$ cat config.mk
export PLATFORM = sky130hd
export DESIGN_NAME = lpw_power_manager
export DESIGN_NICKNAME = d
export VERILOG_FILES = /design/src/core/lpw_pkg.sv /design/src/core/lpw_power_manager.sv
export SDC_FILE = /design/constraint.sdc
export NUM_CORES = 1
export LEC_CHECK = 0
export BUFFER_PORTS_ARGS = -buffer_cell sky130_fd_sc_hd__buf_2
export CAP_MARGIN = 20
export CORE_ASPECT_RATIO = 0.9
export CORE_MARGIN = 10
export CORE_UTILIZATION = 31
export CTS_CLUSTER_SIZE = 25
export DETAILED_ROUTE_END_ITERATION = 8
export GPL_ROUTABILITY_DRIVEN = 1
export PLACE_DENSITY = 0.59
export SLEW_MARGIN = 0
export SYNTH_ARGS = -nofsm -noshare
export SYNTH_HDL_FRONTEND = slang
export SYNTH_SLANG_ARGS = --single-unit
$ cat constraint.sdc
create_clock -name i_clk -period 3.4 [get_ports i_clk]
set_clock_uncertainty 0.2 [all_clocks]
set_input_delay 0.68 -clock i_clk [delete_from_list [all_inputs] [get_ports i_clk]]
set_output_delay 0.68 -clock i_clk [all_outputs]
set_load 0.02 [all_outputs]
$ cat src/core/lpw_pkg.sv
// shared constants for the low-power mode and wakeup controller
package lpw_pkg;

  // apb byte addresses, one aligned word each
  localparam logic [7:0] ADDR_POWER_DOWN = 8'h00;
  localparam logic [7:0] ADDR_SYS_CLK    = 8'h04;
  localparam logic [7:0] ADDR_LF_CLK     = 8'h08;
  localparam logic [7:0] ADDR_STATUS     = 8'h0C;

  // power-down codes written to power_down_select_reg
  localparam logic [2:0] MODE_ACTIVE      = 3'h0;
  localparam logic [2:0] MODE_MEM_RET_OFF = 3'h2;
  localparam logic [2:0] MODE_MEM_RET_ON  = 3'h3;
  localparam logic [2:0] MODE_REG_RET     = 3'h4;
  localparam logic [2:0] MODE_STANDBY     = 3'h7;

  // system_clock_control_reg fields
  localparam logic [7:0] SYS_CLK_RESET  = 8'h00;
  localparam int         BYPASS_BIT     = 7;
  localparam int         XOSC_FIELD_HI  = 5;
  localparam int         XOSC_FIELD_LO  = 4;
  localparam logic [1:0] XOSC_OFF_CODE  = 2'h1;

  // low_freq_clock_control_reg fields
  localparam logic [2:0] LF_SRC_RESET   = 3'h7;
  localparam logic [2:0] LF_SRC_NONE    = 3'h7;
  localparam int         LF_XOSC_RUN_BIT = 3;
  localparam int         LF_READY_BIT   = 6;

  // wakeup source positions and per-mode enable masks
  localparam int         NUM_SRC      = 5;
  localparam int         SRC_PIN      = 0;
  localparam int         SRC_TICK     = 1;
  localparam int         SRC_COMP     = 2;
  localparam int         SRC_RADIO    = 3;
  localparam int         SRC_MISC     = 4;
  localparam logic [4:0] MASK_PIN     = 5'h01;
  localparam logic [4:0] MASK_TIMERS  = 5'h07;
  localparam logic [4:0] MASK_STANDBY = 5'h1B;
  localparam logic [4:0] MASK_NONE    = 5'h00;

  // timing, clock at 25 MHz
  localparam int          CLK_MHZ           = 25;
  localparam int          PIN_STARTUP_NS    = 100_000;
  localparam int          STANDBY_WAKE_NS   = 100;
  localparam logic [15:0] PIN_STARTUP_CYC   =
    16'(PIN_STARTUP_NS * CLK_MHZ / 1000);
  localparam logic [15:0] STANDBY_WAKE_CYC  =
    16'(STANDBY_WAKE_NS * CLK_MHZ / 1000);
  localparam logic [15:0] SHORT_PRESTART_CYC = 16'h0004;

  typedef enum logic [2:0] {
    ST_ACTIVE,
    ST_SLEEP,
    ST_PRESTART,
    ST_STARTUP,
    ST_WAKE
  } lpw_state_e;

endpackage

$ cat src/core/lpw_power_manager.sv
// Summary of operation
// - code 100 enters register retention; timers on when slow clock active
// - memory and register retention, timers off, wake only on pin
// - memory retention timers on keeps slow oscillator, rtc, watchdog clocked
// - memory retention timers on wakes on pin, tick or comparator
// - pin wake from memory retention timers on starts within 100 us
// - tick wake pre-starts regulators and fast crystal ahead of time
// - short pre-start in memory retention when crystal start field leaves crystal disabled
// - any wake from memory retention timers on resets the system
// - wake from register retention resumes execution, no reset
// - register retention timers on wakes on pin, tick or comparator
// - short pre-start also when bypass bit kept crystal on in retention
// - no short pre-start if register retention entered before crystal running
// - standby adds radio and misc interrupts, ignores comparator
// - standby stops cpu clock, keeps io, wakes in about 100 ns
//
// Added by the designer: the register addresses and the APB register port.
`timescale 1ns/100ps
`default_nettype none
module lpw_power_manager
  import lpw_pkg::*;
#(
  parameter logic [15:0] P_LONG_PRESTART_CYC = 16'h0200
)(
  input  wire logic        i_clk,
  input  wire logic        i_rst_b,
  input  wire logic        i_psel,
  input  wire logic        i_penable,
  input  wire logic        i_pwrite,
  input  wire logic [7:0]  i_paddr,
  input  wire logic [31:0] i_pwdata,
  output var  logic [31:0] o_prdata,
  output var  logic        o_pready,
  output var  logic        o_pslverr,
  input  wire logic        i_pin_wake,
  input  wire logic        i_tick_wake,
  input  wire logic        i_comp_wake,
  input  wire logic        i_radio_irq,
  input  wire logic        i_misc_peripheral_irq,
  input  wire logic        i_fast_crystal_osc_running,
  output var  logic        o_cpu_clk_en,
  output var  logic        o_io_active,
  output var  logic        o_regulator_en,
  output var  logic        o_fast_crystal_osc_en,
  output var  logic        o_fast_rc_osc_en,
  output var  logic        o_slow_osc_en,
  output var  logic        o_timers_clk_en,
  output var  logic        o_sys_reset_req,
  output var  logic        o_resume
);

  localparam int AST_SHORT_BOUND   = 5;
  localparam int AST_STANDBY_BOUND = 3;
  localparam int AST_PIN_BOUND     = int'(PIN_STARTUP_CYC);

  logic               rst_s1_q;
  logic               rst_n;
  logic [NUM_SRC:0]   in_s1_q;
  logic [NUM_SRC:0]   in_s2_q;
  logic [NUM_SRC:0]   raw_in;
  logic [NUM_SRC-1:0] wake_s;
  logic               xosc_run_s;
  logic [NUM_SRC-1:0] en_mask;
  logic [NUM_SRC-1:0] hit;
  lpw_state_e         state_q;
  logic [2:0]         mode_q;
  logic               timers_on_q;
  logic               xosc_at_entry_q;
  logic               short_q;
  logic [15:0]        cnt_q;
  logic [NUM_SRC-1:0] cause_q;
  logic [7:0]         sys_clk_q;
  logic [2:0]         lf_src_q;
  logic               apb_setup;
  logic               apb_acc;
  logic               sleep_wr;
  logic               code_ok;
  logic               short_d;
  logic               lf_active;
  logic               standby_slp;
  logic [15:0]        startup_cnt_q;

  // reset release through two flops, assertion stays asynchronous
  always_ff @(posedge i_clk or negedge i_rst_b)
  begin
    if (!i_rst_b)
    begin
      rst_s1_q <= 1'b0;
      rst_n    <= 1'b0;
    end
    else
    begin
      rst_s1_q <= 1'b1;
      rst_n    <= rst_s1_q;
    end
  end

  assign raw_in = {i_fast_crystal_osc_running, i_misc_peripheral_irq,
                   i_radio_irq, i_comp_wake, i_tick_wake, i_pin_wake};

  // every asynchronous input gets its own two-flop synchroniser
  for (genvar g = 0; g <= NUM_SRC; g++)
  begin : g_sync
    always_ff @(posedge i_clk or negedge rst_n)
    begin
      if (!rst_n)
      begin
        in_s1_q[g] <= 1'b0;
        in_s2_q[g] <= 1'b0;
      end
      else
      begin
        in_s1_q[g] <= raw_in[g];
        in_s2_q[g] <= in_s1_q[g];
      end
    end
  end

  assign wake_s     = in_s2_q[NUM_SRC-1:0];
  assign xosc_run_s = in_s2_q[NUM_SRC];
  assign lf_active  = (lf_src_q != LF_SRC_NONE);
  assign standby_slp = (state_q == ST_SLEEP) && (mode_q == MODE_STANDBY);

  // per-mode wakeup enables; sources foreign to the mode never wake it
  always_comb
  begin
    case (mode_q)
      MODE_MEM_RET_OFF: en_mask = MASK_PIN;
      MODE_MEM_RET_ON:  en_mask = MASK_TIMERS;
      MODE_REG_RET:     en_mask = timers_on_q ? MASK_TIMERS : MASK_PIN;
      MODE_STANDBY:     en_mask = MASK_STANDBY;
      default:          en_mask = MASK_NONE;
    endcase
  end

  assign hit = wake_s & en_mask;

  // apb: zero-wait answer in the access phase, registered outputs
  assign apb_setup = i_psel && !i_penable;
  assign apb_acc   = i_psel && i_penable && o_pready;
  assign code_ok   = (i_pwdata[2:0] == MODE_MEM_RET_OFF) ||
                     (i_pwdata[2:0] == MODE_MEM_RET_ON) ||
                     (i_pwdata[2:0] == MODE_REG_RET) ||
                     (i_pwdata[2:0] == MODE_STANDBY);
  // unknown codes are dropped rather than trapping the core asleep
  assign sleep_wr  = apb_acc && i_pwrite && (i_paddr == ADDR_POWER_DOWN) &&
                     code_ok && (state_q == ST_ACTIVE);

  always_ff @(posedge i_clk or negedge rst_n)
  begin
    if (!rst_n)
    begin
      o_pready  <= 1'b0;
      o_pslverr <= 1'b0;
      o_prdata  <= 32'h0000_0000;
    end
    else
    begin
      o_pready  <= apb_setup;
      o_pslverr <= 1'b0;
      o_prdata  <= 32'h0000_0000;
      if (apb_setup)
      begin
        case (i_paddr)
          ADDR_POWER_DOWN: o_prdata[2:0] <= mode_q;
          ADDR_SYS_CLK:    o_prdata[7:0] <= sys_clk_q;
          ADDR_LF_CLK:
          begin
            o_prdata[2:0]            <= lf_src_q;
            o_prdata[LF_XOSC_RUN_BIT] <= xosc_run_s;
            o_prdata[LF_READY_BIT]   <= lf_active;
          end
          ADDR_STATUS:
            o_prdata[9:0] <= {timers_on_q, short_q, cause_q, mode_q};
          default:         o_pslverr <= 1'b1;
        endcase
      end
    end
  end

  // clock control registers written by software
  always_ff @(posedge i_clk or negedge rst_n)
  begin
    if (!rst_n)
    begin
      sys_clk_q <= SYS_CLK_RESET;
      lf_src_q  <= LF_SRC_RESET;
    end
    else if (apb_acc && i_pwrite)
    begin
      if (i_paddr == ADDR_SYS_CLK)
        sys_clk_q <= i_pwdata[7:0];
      if (i_paddr == ADDR_LF_CLK)
        lf_src_q <= i_pwdata[2:0];
    end
  end

  // short pre-start choice for a tick wake
  always_comb
  begin
    short_d = (sys_clk_q[XOSC_FIELD_HI:XOSC_FIELD_LO] == XOSC_OFF_CODE);
    if (mode_q == MODE_REG_RET)
    begin
      if (sys_clk_q[BYPASS_BIT])
        short_d = 1'b1;
      if (!xosc_at_entry_q)
        short_d = 1'b0;
    end
  end

  // mode sequencing: sleep, pre-start or start-up, then wake
  always_ff @(posedge i_clk or negedge rst_n)
  begin
    if (!rst_n)
    begin
      state_q         <= ST_ACTIVE;
      mode_q          <= MODE_ACTIVE;
      timers_on_q     <= 1'b0;
      xosc_at_entry_q <= 1'b0;
      short_q         <= 1'b0;
      cnt_q           <= 16'h0000;
      cause_q         <= MASK_NONE;
    end
    else
    begin
      case (state_q)
        ST_ACTIVE:
          if (sleep_wr)
          begin
            state_q         <= ST_SLEEP;
            mode_q          <= i_pwdata[2:0];
            timers_on_q     <= (i_pwdata[2:0] == MODE_MEM_RET_ON) ||
                               ((i_pwdata[2:0] != MODE_MEM_RET_OFF) &&
                                lf_active);
            xosc_at_entry_q <= xosc_run_s;
          end
        ST_SLEEP:
          if (|hit)
          begin
            cause_q <= hit;
            if (hit[SRC_TICK] && !hit[SRC_PIN] && mode_q != MODE_STANDBY)
            begin
              state_q <= ST_PRESTART;
              short_q <= short_d;
              cnt_q   <= short_d ? SHORT_PRESTART_CYC
                                 : P_LONG_PRESTART_CYC;
            end
            else
            begin
              state_q <= ST_STARTUP;
              short_q <= 1'b0;
              cnt_q   <= standby_slp ? STANDBY_WAKE_CYC
                                     : PIN_STARTUP_CYC;
            end
          end
        ST_PRESTART, ST_STARTUP:
          if (cnt_q <= 16'h0001)
            state_q <= ST_WAKE;
          else
            cnt_q <= cnt_q - 16'h0001;
        ST_WAKE:
        begin
          state_q <= ST_ACTIVE;
          mode_q  <= MODE_ACTIVE;
        end
        default:
          state_q <= ST_ACTIVE;
      endcase
    end
  end

  // wake outcome pulses: memory retention resets, the rest resumes
  always_ff @(posedge i_clk or negedge rst_n)
  begin
    if (!rst_n)
    begin
      o_sys_reset_req <= 1'b0;
      o_resume        <= 1'b0;
    end
    else
    begin
      o_sys_reset_req <= (state_q == ST_WAKE) &&
                         ((mode_q == MODE_MEM_RET_ON) ||
                          (mode_q == MODE_MEM_RET_OFF));
      o_resume        <= (state_q == ST_WAKE) &&
                         ((mode_q == MODE_REG_RET) ||
                          (mode_q == MODE_STANDBY));
    end
  end

  // power and clock enables; the crystal is forced off in start-up
  // because every wake without a pre-start restarts on the rc oscillator
  always_ff @(posedge i_clk or negedge rst_n)
  begin
    if (!rst_n)
    begin
      o_cpu_clk_en          <= 1'b0;
      o_io_active           <= 1'b0;
      o_regulator_en        <= 1'b0;
      o_fast_crystal_osc_en <= 1'b0;
      o_fast_rc_osc_en      <= 1'b0;
      o_slow_osc_en         <= 1'b0;
      o_timers_clk_en       <= 1'b0;
    end
    else
    begin
      o_cpu_clk_en     <= (state_q == ST_ACTIVE);
      o_io_active      <= (state_q != ST_SLEEP) || standby_slp;
      o_regulator_en   <= (state_q != ST_SLEEP) || standby_slp;
      o_fast_rc_osc_en <= (state_q != ST_SLEEP) || standby_slp;
      o_slow_osc_en    <= (state_q == ST_ACTIVE) ? lf_active
                                                 : timers_on_q;
      o_timers_clk_en  <= (state_q == ST_ACTIVE) ? lf_active
                                                 : timers_on_q;
      case (state_q)
        ST_SLEEP:
          o_fast_crystal_osc_en <= standby_slp ||
                                   ((mode_q == MODE_REG_RET) &&
                                    sys_clk_q[BYPASS_BIT]);
        ST_STARTUP:
          o_fast_crystal_osc_en <= 1'b0;
        default:
          o_fast_crystal_osc_en <=
            (sys_clk_q[XOSC_FIELD_HI:XOSC_FIELD_LO] != XOSC_OFF_CODE);
      endcase
    end
  end

  // helper: cycles spent in start-up for the bound check
  always_ff @(posedge i_clk or negedge rst_n)
  begin
    if (!rst_n)
      startup_cnt_q <= 16'h0000;
    else if (state_q == ST_STARTUP)
      startup_cnt_q <= startup_cnt_q + 16'h0001;
    else
      startup_cnt_q <= 16'h0000;
  end
endmodule
`default_nettype wire

Word-level counts from Yosys, hierarchy flattened
Cells that the tools add are included.
{"block": "classes", "n_addsub": 1, "eq_ne": 25, "reduce_logical": 39, "muxes": 30, "n_lt_le_gt_ge": 1, "n_bitwise": 1}
{"operator": "$mux W16", "n": 2}
{"operator": "$pmux W16 S2", "n": 1}
{"operator": "$mux W12", "n": 2}
{"operator": "$mux W10", "n": 2}
{"operator": "$pmux W5 S4", "n": 1}
{"operator": "$eq A3 B2 Y1 const B", "n": 6}
{"operator": "$pmux W3 S3", "n": 2}
{"operator": "$eq A8 B4 Y1 const B", "n": 2}
{"operator": "$le A16 B1 Y1 const B", "n": 1}
{"operator": "$sub A16 B1 Y16 const B", "n": 1}
{"operator": "$eq A3 B3 Y1 const B", "n": 5}
{"operator": "$mux W3", "n": 5}
{"operator": "$logic_and A1 B1 Y1", "n": 14}
{"operator": "$reduce_and A2 Y1", "n": 5}
{"operator": "$eq A8 B3 Y1 const B", "n": 1}
{"operator": "$logic_not A8 Y1", "n": 1}
{"operator": "$logic_or A1 B1 Y1", "n": 8}
{"operator": "$mux W1", "n": 8}
{"operator": "$ne A2 B2 Y1 const B", "n": 3}
{"operator": "$ne A3 B3 Y1 const B", "n": 2}
{"operator": "$pmux W1 S3", "n": 2}
{"operator": "$pmux W3 S2", "n": 1}
{"operator": "$reduce_and A3 Y1", "n": 2}
{"operator": "$and A5 B5 Y5", "n": 1}
{"operator": "14 further kinds", "n": 19}
{"block": "word_totals", "inputBits": 51, "out_inout_bits": 43, "register_bits": 73, "elab_cells": 129}

Depth between registers and ports, before layout
{"block": "logic_depth", "ltp_word": 9, "depth_mapped": 9, "mapped_depth_nobuf": 7}

Least setup slack after synthesis
OpenSTA, ideal clock, no wires.
{"block": "synth_timing", "kind": "reg-to-reg", "startpoint": "reg cnt_q[14]", "endpoint": "reg cnt_q[7]", "t_required_ns": 3.075, "stages_incl_launch_ff": 7, "setup_time_ns": 0.125, "path_buffers": 1, "t_arrival_ns": 2.143, "slack_ns": 0.932, "cell_sequence": "dfrtp_1 or4_4 or4_4 o21ai_4 nand2b_1 buf_6 mux2_4"}
{"block": "synth_between", "elab_chain_len": 3}
{"item": "from (decl)", "line": "lpw_power_manager.sv:70", "text": "logic [15:0] cnt_q;"}
{"item": "from (signal assigned)", "line": "lpw_power_manager.sv:245", "text": "cnt_q <= short_d ? SHORT_PRESTART_CYC"}
{"item": "from (signal assigned)", "line": "lpw_power_manager.sv:252", "text": "cnt_q <= standby_slp ? STANDBY_WAKE_CYC"}
{"item": "from (signal assigned)", "line": "lpw_power_manager.sv:260", "text": "cnt_q <= cnt_q - 16'h0001;"}
{"item": "$le A16 B1 Y1", "line": "lpw_power_manager.sv:257", "text": "if (cnt_q <= 16'h0001)"}
{"item": "$ne A2 B2 Y1 (no source line)"}
{"item": "$reduce_and A3 Y1 (no source line)"}
Every way passes these cells.
A chain may end at the register's enable or synchronous reset.

Worst setup path after layout
Ends and elaborated chain as after synthesis.

==> out/qor.csv <==
stage,metric,value,unit
run_status,status,"finished, final reports clean",
logic_synthesis,synth_compound_area_share,11.3,%
logic_synthesis,netlist_area,3460,um2
pwr,peakVddDrop,228,uV
worst_setup_path,crit_arrival,2.71,ns
clocking,clock-root-buffer,clkbuf_16,
clocking,hold_buffers,1,
logic_synthesis,synthXorXnorAreaFrac,2.28,%
floorplan,pin_count,94,
logic_synthesis,yosysWarningCount,0,
clocking,cts.sinks,73,
logic_synthesis,synth-seq-cells,73,
worst_setup_path,start_kind,flop,
floorplan,fp.coreArea,10900,um2
floorplan,start_util,31.9,%
logic_synthesis,synth_ff_type,dfrtp_1,
clocking,numCtsBuffers,9,
route,ant_nets,0,
floorplan,rows,36,
timing,worstMarginPinSlew,0.680,ns
logic_synthesis,avgSynthCellArea,10.8,um2
logic_synthesis,yosys.area_share.adder,0.723,%
placement,globalplace.congestion,0.835,
timing,final-setup-viol-count,0,
clocking,clkLatencyLatePin,0.33,ns
floorplan,fp.dieH,120,um
clocking,cts_setup_buffers,0,
logic_synthesis,synth.area.mux_share,8.24,%
route,firstDrtPassIters,4,
clocking,cts_tree,built,
clocking,htree_levels,3,
global_routing,grt_pass1_vias,2488,
pwr,leakagePower,1.93,nW
worst_setup_path,setup.worst_path.start,cnt_q[14],
route,viasPerCell,4.66,
global_routing,busiest_layer,met2,
worst_setup_path,cp_data_required_time,3.41,ns
clocking,cts.reportedPaths.clkPinSlew,0.06,ns
worst_setup_path,path_max_fanout,9,
global_routing,grt_pass1_wl,12900,um
timing,fin_crit_sh,79.2,%
cells_and_area,layout.nets,424,
logic_synthesis,synth_edf_count,0,
global_routing,grtUsageMet1,13.8,%
timing,finalSetupTns,0,ns
route,avgRoutedWirePerCell,14.7,um
worst_setup_path,endpoint_kind,flop,
cells_and_area,final_cell_mix,"dfrtp_1 (69), buf_2 (47), nor2_1 (27), conb_1 (23), nand2_1 (19)",
clocking,clockBufferDepth,2,
global_routing,grtUsageMet3,2.94,%
floorplan,fp.dieArea,15800,um2
route,drt-initial-drc-count,128,
global_routing,antenna_found_initial,0,
cells_and_area,drive_above_1_share,26.6,%
route,num_vias,2458,
logic_synthesis,synth_cell_types,56,
clocking,post_cts_resized,0,
timing,whs,0.107,ns
route,drc,0,
floorplan,die_x,131,um
placement,portBuffers,47,
job,max-cap-violations,0,
worst_setup_path,criticalPathCategory,flop to flop,
global_routing,grt_overflow,0,
logic_synthesis,yosys.area_share.simple,16.2,%
timing,min_period,2.69,ns
global_routing,grt_start_max_net_pins,32,
route,routed_wl,7770,um
placement,dp_hpwl,5770,um
global_routing,grtUsageTotal,9.96,%
pwr,cellPowerDensity,497,nW/um2
logic_synthesis,synth_cells,322,
global_routing,met2_usage,14.4,%
logic_synthesis,synth_top_family_by_area,simple AND/OR/NAND/NOR gates,
worst_setup_path,r2r-start,cnt_q[14],
timing,rsz0062_at_grt,no,
cells_and_area,syn2layout_area_growth,18.8,%
timing,fmax,0.371,GHz
cells_and_area,final_common_cell,dfrtp_1,
logic_synthesis,seq_area_frac_synth,52.9,%
cells_and_area,insertedDiodeCount,0,
timing,slew_headroom,54.3,%
timing,drv_slew,0,
hold_path,hold_path_class,flop to asynchronous set/reset pin,
timing,hold_viol_final,0,
logic_synthesis,ys_async_sr_fraction,100,%
per-layer routing:
layer | vias up | share of wire, %
li1 | 1185 | -
met1 | 1192 | 52
met2 | 70 | 42
met3 | 11 | 4.9
met4 | 0 | 1.5
met5 | - | 0
cells in the mapped netlist, types with 2 or more instances:
library cell   n  share of area [%]
a21oi_1       11                1.6
a22o_2         3               0.87
a22oi_1        3               0.65
a31oi_1        5               0.90
and2_1         2               0.36
and3_1         3               0.54
buf_4         25                5.4
buf_6          2               0.65
clkbuf_1       7               0.76
conb_1         2               0.22
dfrtp_1       70                 51
dfstp_2        3                2.3
ha_1           2               0.72
inv_1         11                1.2
mux2_2        16                5.2
mux2i_1        9                2.6
nand2_1       19                2.1
nand2b_1       2               0.36
nand3_1        9                1.3
nand4_1        3               0.54
nor2_1        27                2.9
nor2b_1        8                1.4
nor3_1        11                1.6
nor3b_1        2               0.43
nor4_1         4               0.72
nor4bb_1       2               0.58
o2111ai_1      2               0.51
o211ai_1       4               0.87
o21ai_0       15                2.2
o31ai_1        5                1.1
or2_2          2               0.36
or4_4          2               0.65
xnor2_1        5                1.3
xor2_1         4                1.0
kinds of logic after synthesis:
kind of cell               Yosys count
and+or+nand+nor                    106
other                                2
muxes                               26
buffers and inverters               46
DFF                                 73
adders and majority gates            2
xor gates and xnor gates             9
AOI/OAI and AO/OA                   58
worst max-delay path, cell delays in order, from the launching register on:
cell	delay [ns]
dfrtp_1	0.39
or4_4	0.57
or4_4	0.58
o21ai_4	0.20
nand2b_1	0.26
mux2_4	0.36
path summary, 6_finish.rpt:
| check | slack, ns | end | depth (start not counted) |
|---|---|---|---|
| max in group asynchronous | 2.11 | cnt_q[2] | 1 |
| worst max register to register | 0.71 | cnt_q[7] | 5 |
| min in group i_clk | 0.15 | in_s2_q[2] | 0 |
| worst min-delay path | 0.11 | o_pready | 0 |
| worst max-delay path | 0.71 | cnt_q[7] | 5 |
| worst min register to register | 0.11 | o_pready | 0 |
power by group:
part / switching [mW] / internal [mW] / leakage (nW) / total, mW
Combinational: 0.0542 / 0.0223 / 0.903 / 0.0765
Clock: 0.339 / 0.735 / 0.166 / 1.07
Sequential: 0.0113 / 0.880 / 0.859 / 0.891
Total: 0.405 / 1.64 / 1.93 / 2.04
stage by stage:
step | util (%) | cells | worst slack (ns) | area (um2) | power, mW
finish | 37.9 | 528 | 0.706 | 4110 | 2.04
global route | 37.9 | 528 | 0.561 | 4110 | 2.11
CTS | 37.9 | 528 | 0.700 | 4110 | 2.07
detailed placement | 34.6 | 511 | 0.482 | 3760 | 0.982
global placement | 34.6 | 511 | 0.507 | 3760 | 0.981
floorplan | - | 343 | 0.932 | 3540 | 0.971
final cells by class:
class | instances | area, um2
Fill cell | 1097 | 6740
Sequential cell | 73 | 1830
Multi-Input combinational cell | 224 | 1430
Timing Repair Buffer | 52 | 275
Clock buffer | 11 | 243
Tap cell | 152 | 190
Clock inverter | 5 | 103
Inverter | 11 | 41.3
sequential cells by signal (all words and copies together) (netlist names), 3 cells and up:
register and cells:
cnt_q 16, o_prdata 10, sys_clk_q 8, in_s1_q 6, cause_q 5, in_s2_q 5
lf_src_q 3, mode_q 3, state_q 3
(Power assumes the default switching activity.)
